### src/core/icap_cfg.svh
// Register map, field positions, reset values and counts of the input capture unit
`ifndef ICAP_CFG_SVH
`define ICAP_CFG_SVH

// Register byte offsets (decoded on haddr[7:0])
`define ICAP_CTRL_OFFSET     8'h00
`define ICAP_STATUS_OFFSET   8'h04
`define ICAP_BUF_OFFSET      8'h08

// Control register layout, bits [9:0]
`define ICAP_CTRL_MSB        9
`define ICAP_CTRL_RESET      10'h000

// Status register layout
`define ICAP_STAT_NEMPTY_BIT 0
`define ICAP_STAT_OVF_BIT    1
`define ICAP_STAT_CNT_LSB    2

// Prescaler terminal counts (edge four and edge sixteen)
`define ICAP_DIV4_LAST       4'h3
`define ICAP_DIV16_LAST      4'hf

`endif

### src/core/icap_pkg.sv
// Types shared by the input capture unit
package icap_pkg;

    // Capture event modes, written in ctrl[2:0]
    typedef enum logic [2:0] {
        mode_off,
        mode_every_edge,
        mode_falling,
        mode_rising,
        mode_div4,
        mode_div16,
        mode_edge_first,
        mode_irq_only
    } mode_type;

    // Control register, packed to match its bit layout [9:0]
    typedef struct packed {
        logic       irq_en;        // [9]
        logic       enable;        // [8]
        logic [1:0] irq_count;     // [7:6] entries minus one
        logic       first_rising;  // [5]
        logic       wide;          // [4]
        logic       tsel;          // [3]
        mode_type   mode;          // [2:0]
    } ctrl_type;

    // State of the capture unit outside the capture buffer
    typedef struct packed {
        ctrl_type    ctrl;
        logic        pin_prev;
        logic        primed;
        logic        first_done;
        logic [3:0]  presc;
        logic        overflow;
        logic        wr_pend;
        logic [7:0]  addr;
        logic [31:0] hrdata;
        logic        irq;
        logic        wake;
    } state_type;

endpackage

### src/core/capture_fifo.sv
// Parameterised first-in first-out buffer with valid/ready on both sides
`timescale 1ns/100ps
module capture_fifo #(
    parameter int WIDTH = 32,
    parameter int DEPTH = 4,
    parameter int CNT_W = $clog2(DEPTH + 1),
    parameter int PTR_W = (DEPTH > 1) ? $clog2(DEPTH) : 1
) (
    input  wire logic             i_clk,
    input  wire logic             i_sys_rst,
    input  wire logic             i_in_valid,
    output logic                  o_in_ready,
    input  wire logic [WIDTH-1:0] i_in_data,
    output logic                  o_out_valid,
    input  wire logic             i_out_ready,
    output logic [WIDTH-1:0]      o_out_data,
    output logic [CNT_W-1:0]      o_count
);

    typedef struct packed {
        logic [DEPTH-1:0][WIDTH-1:0] mem;
        logic [PTR_W-1:0]            wr_ptr;
        logic [PTR_W-1:0]            rd_ptr;
        logic [CNT_W-1:0]            count;
    } fifo_state_type;

    fifo_state_type s_reg;
    fifo_state_type s_next;
    logic           push;
    logic           pop;

    ////////////////////////////////////////////////////////////////////////////
    // Handshakes come straight from the count so full and empty are exact
    assign o_in_ready  = (s_reg.count != CNT_W'(DEPTH));
    assign o_out_valid = (s_reg.count != '0);
    assign o_out_data  = s_reg.mem[s_reg.rd_ptr];
    assign o_count     = s_reg.count;
    assign push        = i_in_valid & o_in_ready;
    assign pop         = i_out_ready & o_out_valid;

    // Pointer wrap handled explicitly so a depth off a power of two still works
    always_comb begin
        s_next = s_reg;
        if (push) begin
            s_next.mem[s_reg.wr_ptr] = i_in_data;
            s_next.wr_ptr = (s_reg.wr_ptr == PTR_W'(DEPTH - 1)) ? '0 : s_reg.wr_ptr + 1'b1;
        end
        if (pop) begin
            s_next.rd_ptr = (s_reg.rd_ptr == PTR_W'(DEPTH - 1)) ? '0 : s_reg.rd_ptr + 1'b1;
        end
        if (push && !pop) begin
            s_next.count = s_reg.count + 1'b1;
        end else if (pop && !push) begin
            s_next.count = s_reg.count - 1'b1;
        end
    end

    // State register
    always_ff @(posedge i_clk) begin
        if (i_sys_rst) begin
            s_reg <= '0;
        end else begin
            s_reg <= s_next;
        end
    end

endmodule // capture_fifo

### src/core/input_capture_unit.sv
// Input capture channel with edge modes, prescaler, capture buffer and AHB-Lite registers
//
// Design decisions made here: the AHB-Lite register port and the address map.
`timescale 1ns/100ps
`include "icap_cfg.svh"

// Behaviour
// RL1: On a selected pin event, record the chosen timer base, 16 or 32 bits.
// RL2: Falling-edge mode captures on every high-to-low pin transition.
// RL3: Rising-edge mode captures on every low-to-high pin transition.
// RL4: Every-edge mode captures on both rising and falling transitions.
// RL5: Edge-first mode waits for the configured polarity, then captures every edge.
// RL6: Divide-by-four mode captures only on each fourth rising edge.
// RL7: Divide-by-sixteen mode captures only on each sixteenth rising edge.
// RL8: Capture source selectable between the first and second 16-bit timebases.
// RL9: Both timebases may join as one 32-bit count for capture.
// RL10: Captured values are held in a four-word first-in first-out buffer.
// RL11: The channel can raise an interrupt on a capture event.
// RL12: Enabled interrupt fires when the buffer reaches one to four entries.
// RL13: A pin event can wake the processor from Sleep or Idle.
// RL14: The channel can act purely as an edge-triggered interrupt source.
// RL15: Buffer reads return and remove the oldest value; not-empty tracks count.
// RL16: A capture with all entries full is dropped and sets overflow.
module input_capture_unit
    import icap_pkg::*;
#(
    parameter int FIFO_DEPTH = 4,
    parameter int CNT_W      = $clog2(FIFO_DEPTH + 1)
) (
    // Clock and reset
    input  wire logic        i_clk,
    input  wire logic        i_sys_rst,

    // Register bus slave
    input  wire logic        i_hsel,
    input  wire logic [31:0] i_haddr,
    input  wire logic [1:0]  i_htrans,
    input  wire logic        i_hwrite,
    input  wire logic [2:0]  i_hsize,
    input  wire logic [31:0] i_hwdata,
    input  wire logic        i_hready,
    output logic             o_hreadyout,
    output logic             o_hresp,
    output logic [31:0]      o_hrdata,

    // Capture pin and timebases
    input  wire logic        i_capture_input_pin,
    input  wire logic [15:0] i_first_timebase,
    input  wire logic [15:0] i_second_timebase,

    // Processor low-power state
    input  wire logic        i_cpu_sleep,
    input  wire logic        i_cpu_idle,

    // Interrupt, wake and status
    output logic             o_capture_irq,
    output logic             o_wake,
    output logic             o_buf_not_empty,
    output logic             o_overflow
);

    state_type         s_reg;
    state_type         s_next;

    // Edge and event qualification
    logic              pin_rise;
    logic              pin_fall;
    logic              hit;
    logic              store;

    // Bus decode
    logic              addr_ok;
    logic              take;

    // Buffer handshake and data
    logic              pop;
    logic              push_ready;
    logic              out_valid;
    logic [31:0]       push_data;
    logic [31:0]       pop_data;
    logic [CNT_W-1:0]  fifo_count;
    logic [CNT_W-1:0]  level_after;

    // Status read back
    logic [31:0]       status_word;

    ////////////////////////////////////////////////////////////////////////////
    // Bus handshake and outputs
    // A read arriving over a pending write waits a cycle, so it sees the new value
    // Ready ignores i_hready, which is this output fed back: no combinational loop
    assign addr_ok     = i_hsel & i_htrans[1] & i_hready;
    assign o_hreadyout = ~(s_reg.wr_pend & i_hsel & i_htrans[1] & ~i_hwrite);
    assign take        = addr_ok & o_hreadyout;
    assign o_hresp     = 1'b0;
    assign o_hrdata    = s_reg.hrdata;
    assign o_capture_irq = s_reg.irq;
    assign o_wake      = s_reg.wake;
    assign o_overflow  = s_reg.overflow;
    // RL15 not-empty flag
    assign o_buf_not_empty = out_valid;

    // Edge detection; no edge is seen until the first sample after reset
    assign pin_rise = s_reg.primed & i_capture_input_pin & ~s_reg.pin_prev;
    assign pin_fall = s_reg.primed & ~i_capture_input_pin & s_reg.pin_prev;

    // RL1 timer value select
    // RL8 timebase choice
    // RL9 joined 32-bit count
    assign push_data = s_reg.ctrl.wide ? {i_second_timebase, i_first_timebase} :
                       s_reg.ctrl.tsel ? {16'h0000, i_second_timebase} :
                                         {16'h0000, i_first_timebase};

    // Interrupt-only mode detects edges but never fills the buffer
    // RL14 interrupt-only source
    assign store = hit & (s_reg.ctrl.mode != mode_irq_only);

    // Buffer pops on a taken read of the buffer register
    assign pop = take & ~i_hwrite & (i_haddr[7:0] == `ICAP_BUF_OFFSET) & out_valid;

    // Entry count after this cycle's push and pop
    assign level_after = fifo_count + CNT_W'(store & push_ready) - CNT_W'(pop);

    // Count sits above the not-empty and overflow bits
    assign status_word = {{(32 - `ICAP_STAT_CNT_LSB - CNT_W){1'b0}}, fifo_count,
                          s_reg.overflow, out_valid};

    // RL10 four-word buffer
    capture_fifo #(
        .WIDTH (32),
        .DEPTH (FIFO_DEPTH)
    ) u_capture_fifo (
        .i_clk       (i_clk),
        .i_sys_rst   (i_sys_rst),
        .i_in_valid  (store),
        .o_in_ready  (push_ready),
        .i_in_data   (push_data),
        .o_out_valid (out_valid),
        .i_out_ready (pop),
        .o_out_data  (pop_data),
        .o_count     (fifo_count)
    );

    ////////////////////////////////////////////////////////////////////////////
    // Event selection, bus writes and flags
    always_comb begin
        s_next          = s_reg;
        hit             = 1'b0;
        s_next.irq      = 1'b0;
        s_next.wake     = 1'b0;
        // Last pin sample; primed holds off a false edge after reset
        s_next.pin_prev = i_capture_input_pin;
        s_next.primed   = 1'b1;

        // Data phase of a write; ctrl write restarts prescaler and first-edge wait
        if (s_reg.wr_pend) begin
            if (s_reg.addr == `ICAP_CTRL_OFFSET) begin
                s_next.ctrl       = ctrl_type'(i_hwdata[`ICAP_CTRL_MSB:0]);
                s_next.presc      = 4'h0;
                s_next.first_done = 1'b0;
            end else if (s_reg.addr == `ICAP_STATUS_OFFSET) begin
                if (i_hwdata[`ICAP_STAT_OVF_BIT]) begin
                    s_next.overflow = 1'b0;
                end
            end
        end

        // Edge qualification by mode
        if (s_reg.ctrl.enable) begin
            case (s_reg.ctrl.mode)
                // RL2 falling edges
                mode_falling: begin
                    hit = pin_fall;
                end
                // RL3 rising edges
                mode_rising: begin
                    hit = pin_rise;
                end
                // RL4 both edges
                mode_every_edge, mode_irq_only: begin
                    hit = pin_rise | pin_fall;
                end
                // Polarity matters only until the first capture
                // RL5 chosen edge first
                mode_edge_first: begin
                    if (s_reg.first_done) begin
                        hit = pin_rise | pin_fall;
                    end else begin
                        hit = s_reg.ctrl.first_rising ? pin_rise : pin_fall;
                    end
                    if (hit) begin
                        s_next.first_done = 1'b1;
                    end
                end
                // Count restarts on each capture so the gap stays exact
                // RL6 every fourth rise
                mode_div4: begin
                    if (pin_rise) begin
                        hit = (s_reg.presc == `ICAP_DIV4_LAST);
                        s_next.presc = hit ? 4'h0 : s_reg.presc + 4'h1;
                    end
                end
                // RL7 every sixteenth rise
                mode_div16: begin
                    if (pin_rise) begin
                        hit = (s_reg.presc == `ICAP_DIV16_LAST);
                        s_next.presc = hit ? 4'h0 : s_reg.presc + 4'h1;
                    end
                end
                default: begin
                    hit = 1'b0;
                end
            endcase
        end

        // RL16 overflow on full
        // Set after the clear so a coincident event is never lost
        if (store && !push_ready) begin
            s_next.overflow = 1'b1;
        end

        // RL11 capture interrupt
        // RL12 fill threshold
        if (s_reg.ctrl.irq_en) begin
            if (s_reg.ctrl.mode == mode_irq_only) begin
                s_next.irq = hit;
            end else begin
                s_next.irq = store & push_ready &
                             (level_after == CNT_W'(s_reg.ctrl.irq_count) + 1'b1);
            end
        end

        // RL13 wake from low power
        s_next.wake = hit & (i_cpu_sleep | i_cpu_idle);

        // Address phase: latch write target, or fetch read data now
        s_next.wr_pend = take & i_hwrite;
        if (take) begin
            s_next.addr = i_haddr[7:0];
        end
        if (take && !i_hwrite) begin
            case (i_haddr[7:0])
                `ICAP_CTRL_OFFSET:   s_next.hrdata = {22'h000000, s_reg.ctrl};
                `ICAP_STATUS_OFFSET: s_next.hrdata = status_word;
                // RL15 oldest value
                `ICAP_BUF_OFFSET:    s_next.hrdata = out_valid ? pop_data : 32'h00000000;
                default:             s_next.hrdata = 32'h00000000;
            endcase
        end
    end

    // State register
    always_ff @(posedge i_clk) begin
        if (i_sys_rst) begin
            s_reg      <= '0;
            s_reg.ctrl <= ctrl_type'(`ICAP_CTRL_RESET);
        end else begin
            s_reg <= s_next;
        end
    end

    ////////////////////////////////////////////////////////////////////////////
    // Checks
    a_fall_push: assert property (@(posedge i_clk) disable iff (i_sys_rst) // RL2
        s_reg.ctrl.enable && s_reg.ctrl.mode == mode_falling && pin_fall |-> store)
        else $error("falling edge not captured");

    a_rise_push: assert property (@(posedge i_clk) disable iff (i_sys_rst) // RL3
        s_reg.ctrl.enable && s_reg.ctrl.mode == mode_rising && (pin_rise != store) |-> 1'b0)
        else $error("rising mode capture mismatch");

    a_both_push: assert property (@(posedge i_clk) disable iff (i_sys_rst) // RL4
        s_reg.ctrl.enable && s_reg.ctrl.mode == mode_every_edge && s_reg.primed &&
        (i_capture_input_pin != s_reg.pin_prev) |-> store)
        else $error("edge missed in every-edge mode");

    a_first_edge: assert property (@(posedge i_clk) disable iff (i_sys_rst) // RL5
        s_reg.ctrl.mode == mode_edge_first && !s_reg.first_done && store |->
        (s_reg.ctrl.first_rising ? pin_rise : pin_fall) ##1 s_reg.first_done)
        else $error("wrong first edge captured");

    a_div4_gap: assert property (@(posedge i_clk) disable iff (i_sys_rst) // RL6
        s_reg.ctrl.mode == mode_div4 && store |-> pin_rise && s_reg.presc == 4'h3)
        else $error("div4 capture off count");

    a_div16_gap: assert property (@(posedge i_clk) disable iff (i_sys_rst) // RL7
        s_reg.ctrl.mode == mode_div16 && store |-> pin_rise && s_reg.presc == 4'hf)
        else $error("div16 capture off count");

    a_narrow_sel: assert property (@(posedge i_clk) disable iff (i_sys_rst) // RL8
        store && !s_reg.ctrl.wide |-> push_data == {16'h0000,
        (s_reg.ctrl.tsel ? i_second_timebase : i_first_timebase)})
        else $error("wrong timebase captured");

    a_wide_data: assert property (@(posedge i_clk) disable iff (i_sys_rst) // RL9
        store && s_reg.ctrl.wide |-> push_data == {i_second_timebase, i_first_timebase})
        else $error("32-bit capture malformed");

    a_ovf_set: assert property (@(posedge i_clk) disable iff (i_sys_rst) // RL16
        store && !push_ready |=> o_overflow && fifo_count == $past(level_after))
        else $error("overflow not flagged");

    a_irq_level: assert property (@(posedge i_clk) disable iff (i_sys_rst) // RL12
        store && push_ready && s_reg.ctrl.irq_en && s_reg.ctrl.mode != mode_irq_only &&
        level_after == CNT_W'(s_reg.ctrl.irq_count) + 1'b1 |=> o_capture_irq)
        else $error("threshold interrupt missing");

    a_wake_event: assert property (@(posedge i_clk) disable iff (i_sys_rst) // RL13
        hit && (i_cpu_sleep || i_cpu_idle) |=> o_wake)
        else $error("wake not raised");

    a_pop_order: assert property (@(posedge i_clk) disable iff (i_sys_rst) // RL15
        pop |=> o_hrdata == $past(pop_data) && fifo_count == $past(level_after))
        else $error("buffer read not oldest");

    // Interrupt, buffer, flag and prescaler checks
    a_irq_only: assert property (@(posedge i_clk) disable iff (i_sys_rst) // RL14
        s_reg.ctrl.mode == mode_irq_only && s_reg.ctrl.irq_en && hit |->
        !store ##1 o_capture_irq)
        else $error("edge interrupt missing");

    a_irq_mask: assert property (@(posedge i_clk) disable iff (i_sys_rst) // RL11
        !s_reg.ctrl.irq_en |=> !o_capture_irq)
        else $error("masked interrupt raised");

    a_push_level: assert property (@(posedge i_clk) disable iff (i_sys_rst) // RL10
        store && push_ready |=> fifo_count == $past(level_after) && fifo_count != '0)
        else $error("capture not buffered");

    a_ovf_hold: assert property (@(posedge i_clk) disable iff (i_sys_rst) // RL16
        o_overflow && !(s_reg.wr_pend && s_reg.addr == `ICAP_STATUS_OFFSET &&
        i_hwdata[`ICAP_STAT_OVF_BIT]) |=> o_overflow)
        else $error("overflow flag lost");

    a_ovf_clear: assert property (@(posedge i_clk) disable iff (i_sys_rst) // RL16
        s_reg.wr_pend && s_reg.addr == `ICAP_STATUS_OFFSET &&
        i_hwdata[`ICAP_STAT_OVF_BIT] && !(store && !push_ready) |=> !o_overflow)
        else $error("overflow not cleared");

    a_empty_read: assert property (@(posedge i_clk) disable iff (i_sys_rst) // RL15
        take && !i_hwrite && i_haddr[7:0] == `ICAP_BUF_OFFSET && !out_valid |=>
        o_hrdata == 32'h00000000)
        else $error("empty read not zero");

    a_presc_hold: assert property (@(posedge i_clk) disable iff (i_sys_rst) // RL6
        s_reg.ctrl.enable && s_reg.ctrl.mode == mode_div4 && !pin_rise && !s_reg.wr_pend
        |=> $stable(s_reg.presc))
        else $error("prescaler moved without a rise");

endmodule // input_capture_unit

### config.mk
export PLATFORM = sky130hd
export DESIGN_NAME = input_capture_unit
export DESIGN_NICKNAME = d
export VERILOG_FILES = /design/src/core/icap_pkg.sv /design/src/core/capture_fifo.sv /design/src/core/input_capture_unit.sv
export VERILOG_INCLUDE_DIRS = /design/src /design/src/core
export SDC_FILE = /design/constraint.sdc
export NUM_CORES = 1
export LEC_CHECK = 0
export BUFFER_PORTS_ARGS = -buffer_cell sky130_fd_sc_hd__buf_2
export CORE_ASPECT_RATIO = 0.5
export CORE_UTILIZATION = 47
export DETAILED_ROUTE_END_ITERATION = 7
export HOLD_SLACK_MARGIN = 0.03
export PLACE_DENSITY = 0.74
export SLEW_MARGIN = 0
export SYNTH_ARGS = -nofsm -noshare
export SYNTH_HDL_FRONTEND = slang
export SYNTH_SLANG_ARGS = --single-unit
### constraint.sdc
create_clock -name i_clk -period 5.1 [get_ports i_clk]
set_input_delay 1.02 -clock i_clk [delete_from_list [all_inputs] [get_ports i_clk]]
set_output_delay 1.02 -clock i_clk [all_outputs]
set_load 0.05 [all_outputs]
Word level (Yosys, flattened, before mapping)
Index checks and enable logic that the tools add are counted.
Storage, ports and cells
  register bits: 196
  input bits: 109
Cells by class
  add/sub/neg operators: 8
  $lt $le $gt $ge: 3
  equal/unequal tests: 18
  mux-type cells: 40
  bitwise logic cells: 27
  reduce and logical (&&, ||, !) cells: 20
Operators with widths (number)
  $mux W32: 5
  $bwmux W128: 1
  $pmux W32 S3: 1
  $bmux W32 S2: 1
  $demux W32 S2: 1
  $mux W50: 1
  $and A1 B1 Y1: 20
  $eq A8 B3 Y1 const B: 2
  $logic_not A8 Y1: 2
  $mux W16: 1
  $mux W4: 4
  $mux W1: 15
  $eq A3 B3 Y1 const B: 4
  $mux W5: 2
  $eq A8 B4 Y1 const B: 1
  $mux W8: 1
  $pmux W4 S2: 1
  $reduce_bool A2 Y1: 4
  $eq A3 B2 Y1 const B: 2
  $lt A2 B3 Y1 const B: 2
  $mux W3: 2
  $mux W6: 1
  $ne A3 B3 Y1 const B: 2
  $pmux W1 S6: 1
  23 further kinds: 39

Logic depth before layout (Yosys ltp)
Gate-level depths: netlist of the first run.
  depth after elaboration: 18
  depth in mapped cells: 16
  gate-level depth less buffers: 13

Cells and area by module
From an unflattened synthesis of the first run, not the netlist that was laid out.
Second synthesis, totals
  cells, all modules: 914
  area, all modules: 9696.8 um^2
Modules (own cells, without submodules)
  capture_fifo: times used 1, cells each 537, area an instance 6283.5 um^2, sequential area each 2702.6 um^2
  input_capture_unit: times used 1, cells each 377, area an instance 3413.3 um^2, sequential area each 1221.2 um^2

Worst setup path after synthesis of the first run
No wires, ideal clock.
  kind: reg-to-reg
  start: register u_capture_fifo.s_reg, in the netlist u_capture_fifo.o_count[1]
  end: register s_reg, in the netlist o_capture_irq
  setup time: 0.115 ns
  arrival: 3.798 ns
  data required time: 4.985 ns
  slack: 1.187 ns
  cell stages (with the launch flop): 16
  buffers on the path: 2
  clock period less this slack: 3.913 ns
  cell sequence: dfxtp_1 > or3_1 > clkbuf_1 > nand2_1 > nor3_2 > buf_2 > ha_1 > inv_1 > ha_1 > inv_1 > fa_1 > xor2_1 > mux2i_1 > mux2i_1 > nand4_1 > a2111oi_0
RTL lines
  start: declaration: RTL line capture_fifo.sv:27  | fifo_state_type s_reg;
  start signal: assignment: RTL line capture_fifo.sv:63  | s_reg <= s_next;
  $reduce_bool A3 Y1: RTL line capture_fifo.sv:35  | assign o_out_valid = (s_reg.count != '0);
  named net o_buf_not_empty: RTL line input_capture_unit.sv:58  | output logic o_buf_not_empty,
  $and A1 B1 Y1: RTL line input_capture_unit.sv:118  | assign pop = take & ~i_hwrite & (i_haddr[7:0] == `ICAP_BUF_OFFSET) & out_valid;
  $sub A3 B1 Y3: RTL line input_capture_unit.sv:121  | assign level_after = fifo_count + CNT_W'(store & push_ready) - CNT_W'(pop);
  $eq A3 B3 Y1: RTL line input_capture_unit.sv:228  | (level_after == CNT_W'(s_reg.ctrl.irq_count) + 1'b1);
  $and A1 B1 Y1: RTL line input_capture_unit.sv:227  | s_next.irq = store & push_ready &
  $mux W1: RTL line input_capture_unit.sv:224  | if (s_reg.ctrl.mode == mode_irq_only) begin
  end signal: assignment: RTL line input_capture_unit.sv:257  | s_reg <= s_next;
  end: declaration: RTL line input_capture_unit.sv:62  | state_type s_reg;
The timed path passes the listed nets, and every way through them passes these cells.
A chain may end at the register's enable or synchronous reset.

Worst setup path after layout of the first run
  start: register s_reg[51] in the netlist's numbering
  end: register s_reg, in the netlist o_capture_irq
RTL lines
  $eq A3 B3 Y1 or $eq A3 B1 Y1 (tied branches): RTL line input_capture_unit.sv:169  | case (s_reg.ctrl.mode)
  $reduce_or A2 Y1: RTL line input_capture_unit.sv:169
  $pmux W1 S6: RTL line input_capture_unit.sv:169
  $mux W1: RTL line input_capture_unit.sv:168  | if (s_reg.ctrl.enable) begin
  $and A1 B1 Y1 *: RTL line input_capture_unit.sv:115  | assign store = hit & (s_reg.ctrl.mode != mode_irq_only);
  $and A1 B1 Y1 *
  named net u_capture_fifo.push: RTL line capture_fifo.sv:29  | logic push;
  $and A1 B1 Y1 *: RTL line input_capture_unit.sv:227
  $mux W1 *: RTL line input_capture_unit.sv:224
Mark *: on every way through the listed nets, which the timed path passes. The rest lies on a longest branch.

==> metrics.cfg, run 1 <==
[pwr]
total_leakage_power_nw=4.57
peakVddDrop_v=0.000230
seq_power_share=0.512
p_sw_uw=753
p_per_area_nw_per_um2=288
p_comb_frac=0.033
power_switching_share=0.251
internal_power_mw=2.25
clkPwrFrac=0.454

[routing]
num_vias=6588
m1WireLength_mm=9.98
dr.pass1.iters=5
met2WireLength_mm=10.2
ant_nets=0
routed_via_density=5.43
dr_wl_met3_um=823
top_layer=met4
wirelength_mm=21.2
initialDrtViolationCount=414
wl_per_cell_um=17.5
drc=0

[global_routing]
grt_use_total=0.210
grt_max_degree=76
overflow=0
grt_pass1_vias=6556
grt_pass1_wl_mm=34.0
antenna_found_initial=0

[worst_setup_path]
end_kind=flop
crit_path_max_incr_delay_ns=0.65
crit_path_frequent_cell=mux2i_1
worst-path-max-fanout=12
cp-start-kind=flop
cp.arrival_ns=3.92
path_cells=o311ai_1 -> a211oi_4 -> o21a_1 -> ha_1 -> inv_1 -> fa_1 -> xor2_1 -> mux2i_1 -> mux2i_1 -> nand4_1 -> a2111oi_0
path_delay_family=compound AO/OA/AOI/OAI gates
critPathSlowestCell=a211oi_4
worst-setup-path-type=reg2reg
crit_required_ns=5.41
cp_num_buf_inv=1

[logic_synthesis]
synthArstFlopShare=0
syn_area_per_cell_um2=10.5
synth_cell_type_count=60
yosysSeqAreaShare=0.414
synth_nets=1027
synth_edf_count=0
postSynthRegisterBits=196
yosysWarnings=0
synthFlopType=dfxtp_1
netlist_instances=906
syn_area_um2=9480

[cells_and_area]
largest_reg_flops=132
fin_util=0.532
finalNetCount=1056
area_growth_pct=10.0
layout_common_cells=dfxtp_1 (195), nand2_1 (122), buf_2 (94)
drive_above_1_share=0.264
final_common_cell=dfxtp_1
n_antenna_cell=0

[floorplan]
die_y_um=102
die_w_um=203
boundaryPins=147
fp-row-count=36
coreArea_um2=19600
start_util=0.484
dieArea_um2=20800

[cts]
hold_buffers=0
root_buffer=clkbuf_16
post_cts_buffers=0
cts_tree=built
postCtsResizedCells=0
clk_latency_ns=0.44
clockBufferDepth=2
cts.reportedPaths.clkPinSlew_ns=0.08
cts.sinks=196
cts_buffers=17
h-tree-depth=4

[sta]
setup_viol=0
final.setup.tns_ns=0
fin_ws_ns=1.50
fmax_ghz=0.277
timing.final.crit_share=0.707
min_period_ns=3.60
rsz0062_at_grt=false
maxSlewHeadroom=0.230
finClkSkew_ns=0.0154
hold_slack_ns=0.461
hold_viol=0
worst_slew_pin_slew_ns=1.15
slew_viol_final=0

[min_path]
worstHoldPathType=reg2reg

[place]
io_buffers=95
routabilityCongestion=0.815
dpl.hpwl_mm=13.5
pre_cts_ws_ns=1.15

[run]
drv_cap=0

[run_status]
outcome=finished, final reports clean

[cell families (layout without fill, tap and decap cells)]
group	after synthesis	after routing	share of synthesized area
and+or+nand+nor	301	301	0.150
muxes	183	183	0.266
DFF	196	196	0.414
xor gates and xnor gates	9	9	0.00832
AOI/OAI and AO/OA	93	93	0.0770
other	1	1	0.000396
adders and majority gates	12	12	0.0174
buffers and inverters	111	153	0.0669
[stage by stage]
| stage | instances | cell area [um^2] | power [mW] |
|---|---|---|---|
| 2_1_floorplan | 906 | 9480 | 1.63 |
| 3_3_place_gp | 1182 | 9810 | 1.67 |
| 3_5_place_dp | 1182 | 9810 | 1.67 |
| 4_1_cts | 1214 | 10400 | 3.02 |
| 5_1_grt | 1214 | 10400 | 3.11 |
| 6_report | 1214 | 10400 | 3.00 |
[layout make-up]
class                           instances  area, um^2
Fill cell                            1704        9170
Multi-Input combinational cell        599        4930
Sequential cell                       196        3930
Timing Repair Buffer                  107         568
Clock buffer                           18         439
Tap cell                              266         333
Clock inverter                         14         178
Inverter                               14        52.6
[cell usage after synthesis (12+ instances only)]
cell / number / share of area
mux2i_1: 87 / 0.092
nor2b_1: 73 / 0.048
clkbuf_1: 35 / 0.014
mux2_4: 56 / 0.089
a22oi_1: 27 / 0.021
a21oi_1: 26 / 0.014
buf_2: 12 / 0.0063
nand2_1: 122 / 0.048
nor2_1: 67 / 0.027
buf_4: 38 / 0.030
dfxtp_1: 196 / 0.41
mux4_2: 32 / 0.076
inv_1: 14 / 0.0055
[path summary, 6_finish.rpt]
check,startpoint,to,slack [ns],cells after the start
setup reg to reg,s_reg[51]$_SDFFE_PP0P_,o_capture_irq$_SDFF_PP0_,1.50,11
hold / removal,u_capture_fifo.s_reg[119]$_SDFFE_PP0P_,u_capture_fifo.s_reg[119]$_SDFFE_PP0P_,0.46,2
setup / recovery,s_reg[51]$_SDFFE_PP0P_,o_capture_irq$_SDFF_PP0_,1.50,11
hold reg to reg,u_capture_fifo.s_reg[119]$_SDFFE_PP0P_,u_capture_fifo.s_reg[119]$_SDFFE_PP0P_,0.46,2
[layer usage]
metal	track usage	vias to the layer above
met5	0	-
met1	0.273	3295
met3	0.0427	16
met2	0.354	117
met4	0.0648	0
li1	-	3160
[worst min-delay path, stage by stage (launching register included)]
cell,delay [ns]
dfxtp_1,0.32
nand2_1,0.05
mux2i_1,0.05
[power by group through the flow]
stage | clock network, mW | logic (mW) | registers [mW]
final | 1.36 | 0.101 | 1.54
after global routing | 1.46 | 0.110 | 1.54
after CTS | 1.39 | 0.100 | 1.54
after detailed placement | 0 | 0.0997 | 1.57
after global placement | 0 | 0.0969 | 1.57
after floorplan | 0 | 0.0575 | 1.57
(Power assumes the default switching activity.)
==> inputs of run 2 (changes only) <==
- PLACE_DENSITY: 0.74 -> 0.77
- clock period: 5.1 -> 2.94 ns (I/O delays scaled with it)
==> metrics.cfg, run 2 (synthesized netlist as in run 1, its figures left out) <==
[worst_setup_path]
worstReg2RegEnd=o_capture_irq$_SDFF_PP0_
rr_startpoint=u_capture_fifo.o_count[2]$_SDFFE_PP0P_
path_delay_family=simple AND/OR/NAND/NOR gates
cp.arrival_ns=3.14  ; -0.78 ns
critPathSlowestCell=fa_2
crit_required_ns=3.28  ; -2.13 ns
crit_path_max_incr_delay_ns=0.34  ; -0.31 ns
path_cells=buf_6 -> nor4_4 -> nand4b_1 -> nor3_4 -> ha_4 -> inv_2 -> ha_4 -> inv_2 -> fa_2 -> xor2_2 -> xor2_1 -> mux2i_1 -> nand4_1 -> a2111oi_2
rrSetupSlack_ns=0.17  ; -1.33 ns
cp-start-kind=primary input
r2r_cells=13  ; +2
worst-path-max-fanout=2  ; -10
end_kind=flop
cp_num_buf_inv=3  ; +2
worst-setup-path-type=in2reg

[cells_and_area]
finalNetCount=1087  ; +2.9%
drive_above_1_share=0.299  ; +0.0356
final_common_cell=dfxtp_1
largest_reg_flops=132  ; unchanged
layout_common_cells=dfxtp_1 (192), nand2_1 (122), buf_2 (92)
fin_area_um2=10900  ; +4.1%
area_growth_pct=14.6

[min_path]
hold_end=s_reg[56]$_SDFFE_PP0P_
hold_depth=3  ; +1
hp-start=i_hwdata[5]
worstHoldPathType=in2reg

[sta]
finClkSkew_ns=0.0134  ; -0.00193 ns
setup_viol=0  ; unchanged
rsz0062_at_grt=true
worst_slew_pin_slew_ns=0.714  ; -0.440 ns
fin_ws_ns=0.139  ; -1.36 ns
timing.final.crit_share=0.953
slew_viol_final=0  ; unchanged
maxSlewHeadroom=0.524  ; +0.294
fmax_ghz=0.357
hold_viol=0  ; unchanged
min_period_ns=2.80

[cts]
cts_buffers=17  ; unchanged
clockBufferDepth=2  ; unchanged
root_buffer=clkbuf_16
cts.reportedPaths.clkPinSlew_ns=0.08  ; about the same
clk_latency_ns=0.45  ; about the same
cts_tree=built
h-tree-depth=4  ; unchanged
cts.sinks=196  ; unchanged

[run]
drv_cap=0  ; unchanged

[pwr]
peakVddDrop_v=0.000285  ; +24%
total_leakage_power_nw=4.76  ; +4.1%
seq_power_share=0.508  ; -0.004
p_sw_mw=1.35  ; +79%
power_switching_share=0.257  ; +0.00657
internal_power_mw=3.90  ; +73%
p_per_area_nw_per_um2=483  ; +68%
p_comb_frac=0.038  ; +0.005
total_power_mw=5.25  ; +75%
clkPwrFrac=0.454  ; about the same

[routing]
initialDrtViolationCount=435  ; +5.1%
wirelength_mm=22.8  ; +7.2%
ant_nets=0  ; unchanged
wl_per_cell_um=18.3  ; +4.4%
drc=0  ; unchanged
routed_via_density=5.48  ; +1.1%
num_vias=6834  ; +3.7%
dr.pass1.iters=5  ; unchanged

[place]
placed_cell_area_um2=10200  ; +3.9%
io_buffers=95  ; unchanged
dpl.hpwl_mm=15.9  ; +17%
routabilityCongestion=0.876  ; +7.5%
pre_cts_ws_ns=-0.358  ; -1.51 ns

[floorplan]
die_w_um=203  ; unchanged
start_util=0.484  ; unchanged
die_y_um=102  ; unchanged
boundaryPins=147  ; unchanged
coreArea_um2=19600  ; unchanged
fp-row-count=36  ; unchanged
dieArea_um2=20800  ; unchanged

[global_routing]
grt_pass1_wl_mm=36.2  ; +6.4%
grt_max_degree=66  ; -13%
overflow=0  ; unchanged
grt_use_total=0.224  ; +0.0146
grt_pass1_vias=6923  ; +5.6%
antenna_found_initial=1  ; +1

[run_status]
outcome=finished, final reports clean

[run 2: what timing repair did]
item,in CTS,in global routing
endpoints found under the setup margin,1,1
pin swaps,0,7
buffers inserted,0,1
hold buffers,0,0
gates resized for setup,3,9
[run 2: cell type report]
cell class                 instances  area, um^2
antenna                            1        2.50
tap                              266         333
fill                            1604        8730
timing repair buffer             138         926
multi-input combinational        599        5000
inverter                          14        52.6
clock buffer                      17         425
sequential                       196        3930
clock inverter                    15         188
[run 2: how the worst max path moves through the flow]
stage / start / endpoint / depth (start not counted)
CTS: s_reg[44]$_SDFF_PP0_ / o_capture_irq$_SDFF_PP0_ / 13
detailed placement: i_haddr[7] / o_capture_irq$_SDFF_PP0_ / 14
finish: i_haddr[4] / o_capture_irq$_SDFF_PP0_ / 14
global route: i_haddr[4] / o_capture_irq$_SDFF_PP0_ / 14
floorplan: i_haddr[7] / o_capture_irq$_SDFF_PP0_ / 14
global placement: i_haddr[7] / o_capture_irq$_SDFF_PP0_ / 14
[run 2: metal layers]
layer  vias to the layer above  share of wire  global-route usage  wire length [um]
li1                       3229              -                   -                 -
met1                      3420           0.45               0.278             10200
met2                       133           0.48               0.379             11000
met3                        52          0.040              0.0529               902
met4                         0          0.029              0.0972               670
met5                         -              0                   0                 0
[run 2: worst min-delay path: cells and delay by family]
| family | cells | cell delay, ns |
|---|---|---|
| buf+inv | 1 | 0.08 |
| simple gates | 1 | 0.07 |
| mux | 1 | 0.05 |
[run 2: metrics by stage]
step | setup TNS (ns) | utilization | instances | hold WS [ns]
floorplan | -0.322 | - | 906 | 0.435
global placement | -0.279 | 0.520 | 1212 | 0.441
detailed placement | -0.412 | 0.520 | 1212 | 0.452
CTS | 0 | 0.552 | 1244 | 0.379
global route | -0.00857 | 0.554 | 1245 | 0.383
finish | 0 | 0.554 | 1246 | 0.382
[run 2: power groups by stage]
| stage | Sequential, mW | Clock (mW) | Combinational (mW) |
|---|---|---|---|
| 3_5_place_dp | 2.73 | 0 | 0.196 |
| 6_report | 2.66 | 2.38 | 0.201 |
| 4_1_cts | 2.66 | 2.40 | 0.197 |
| 2_1_floorplan | 2.72 | 0 | 0.100 |
| 3_3_place_gp | 2.73 | 0 | 0.191 |
| 5_1_grt | 2.67 | 2.54 | 0.216 |
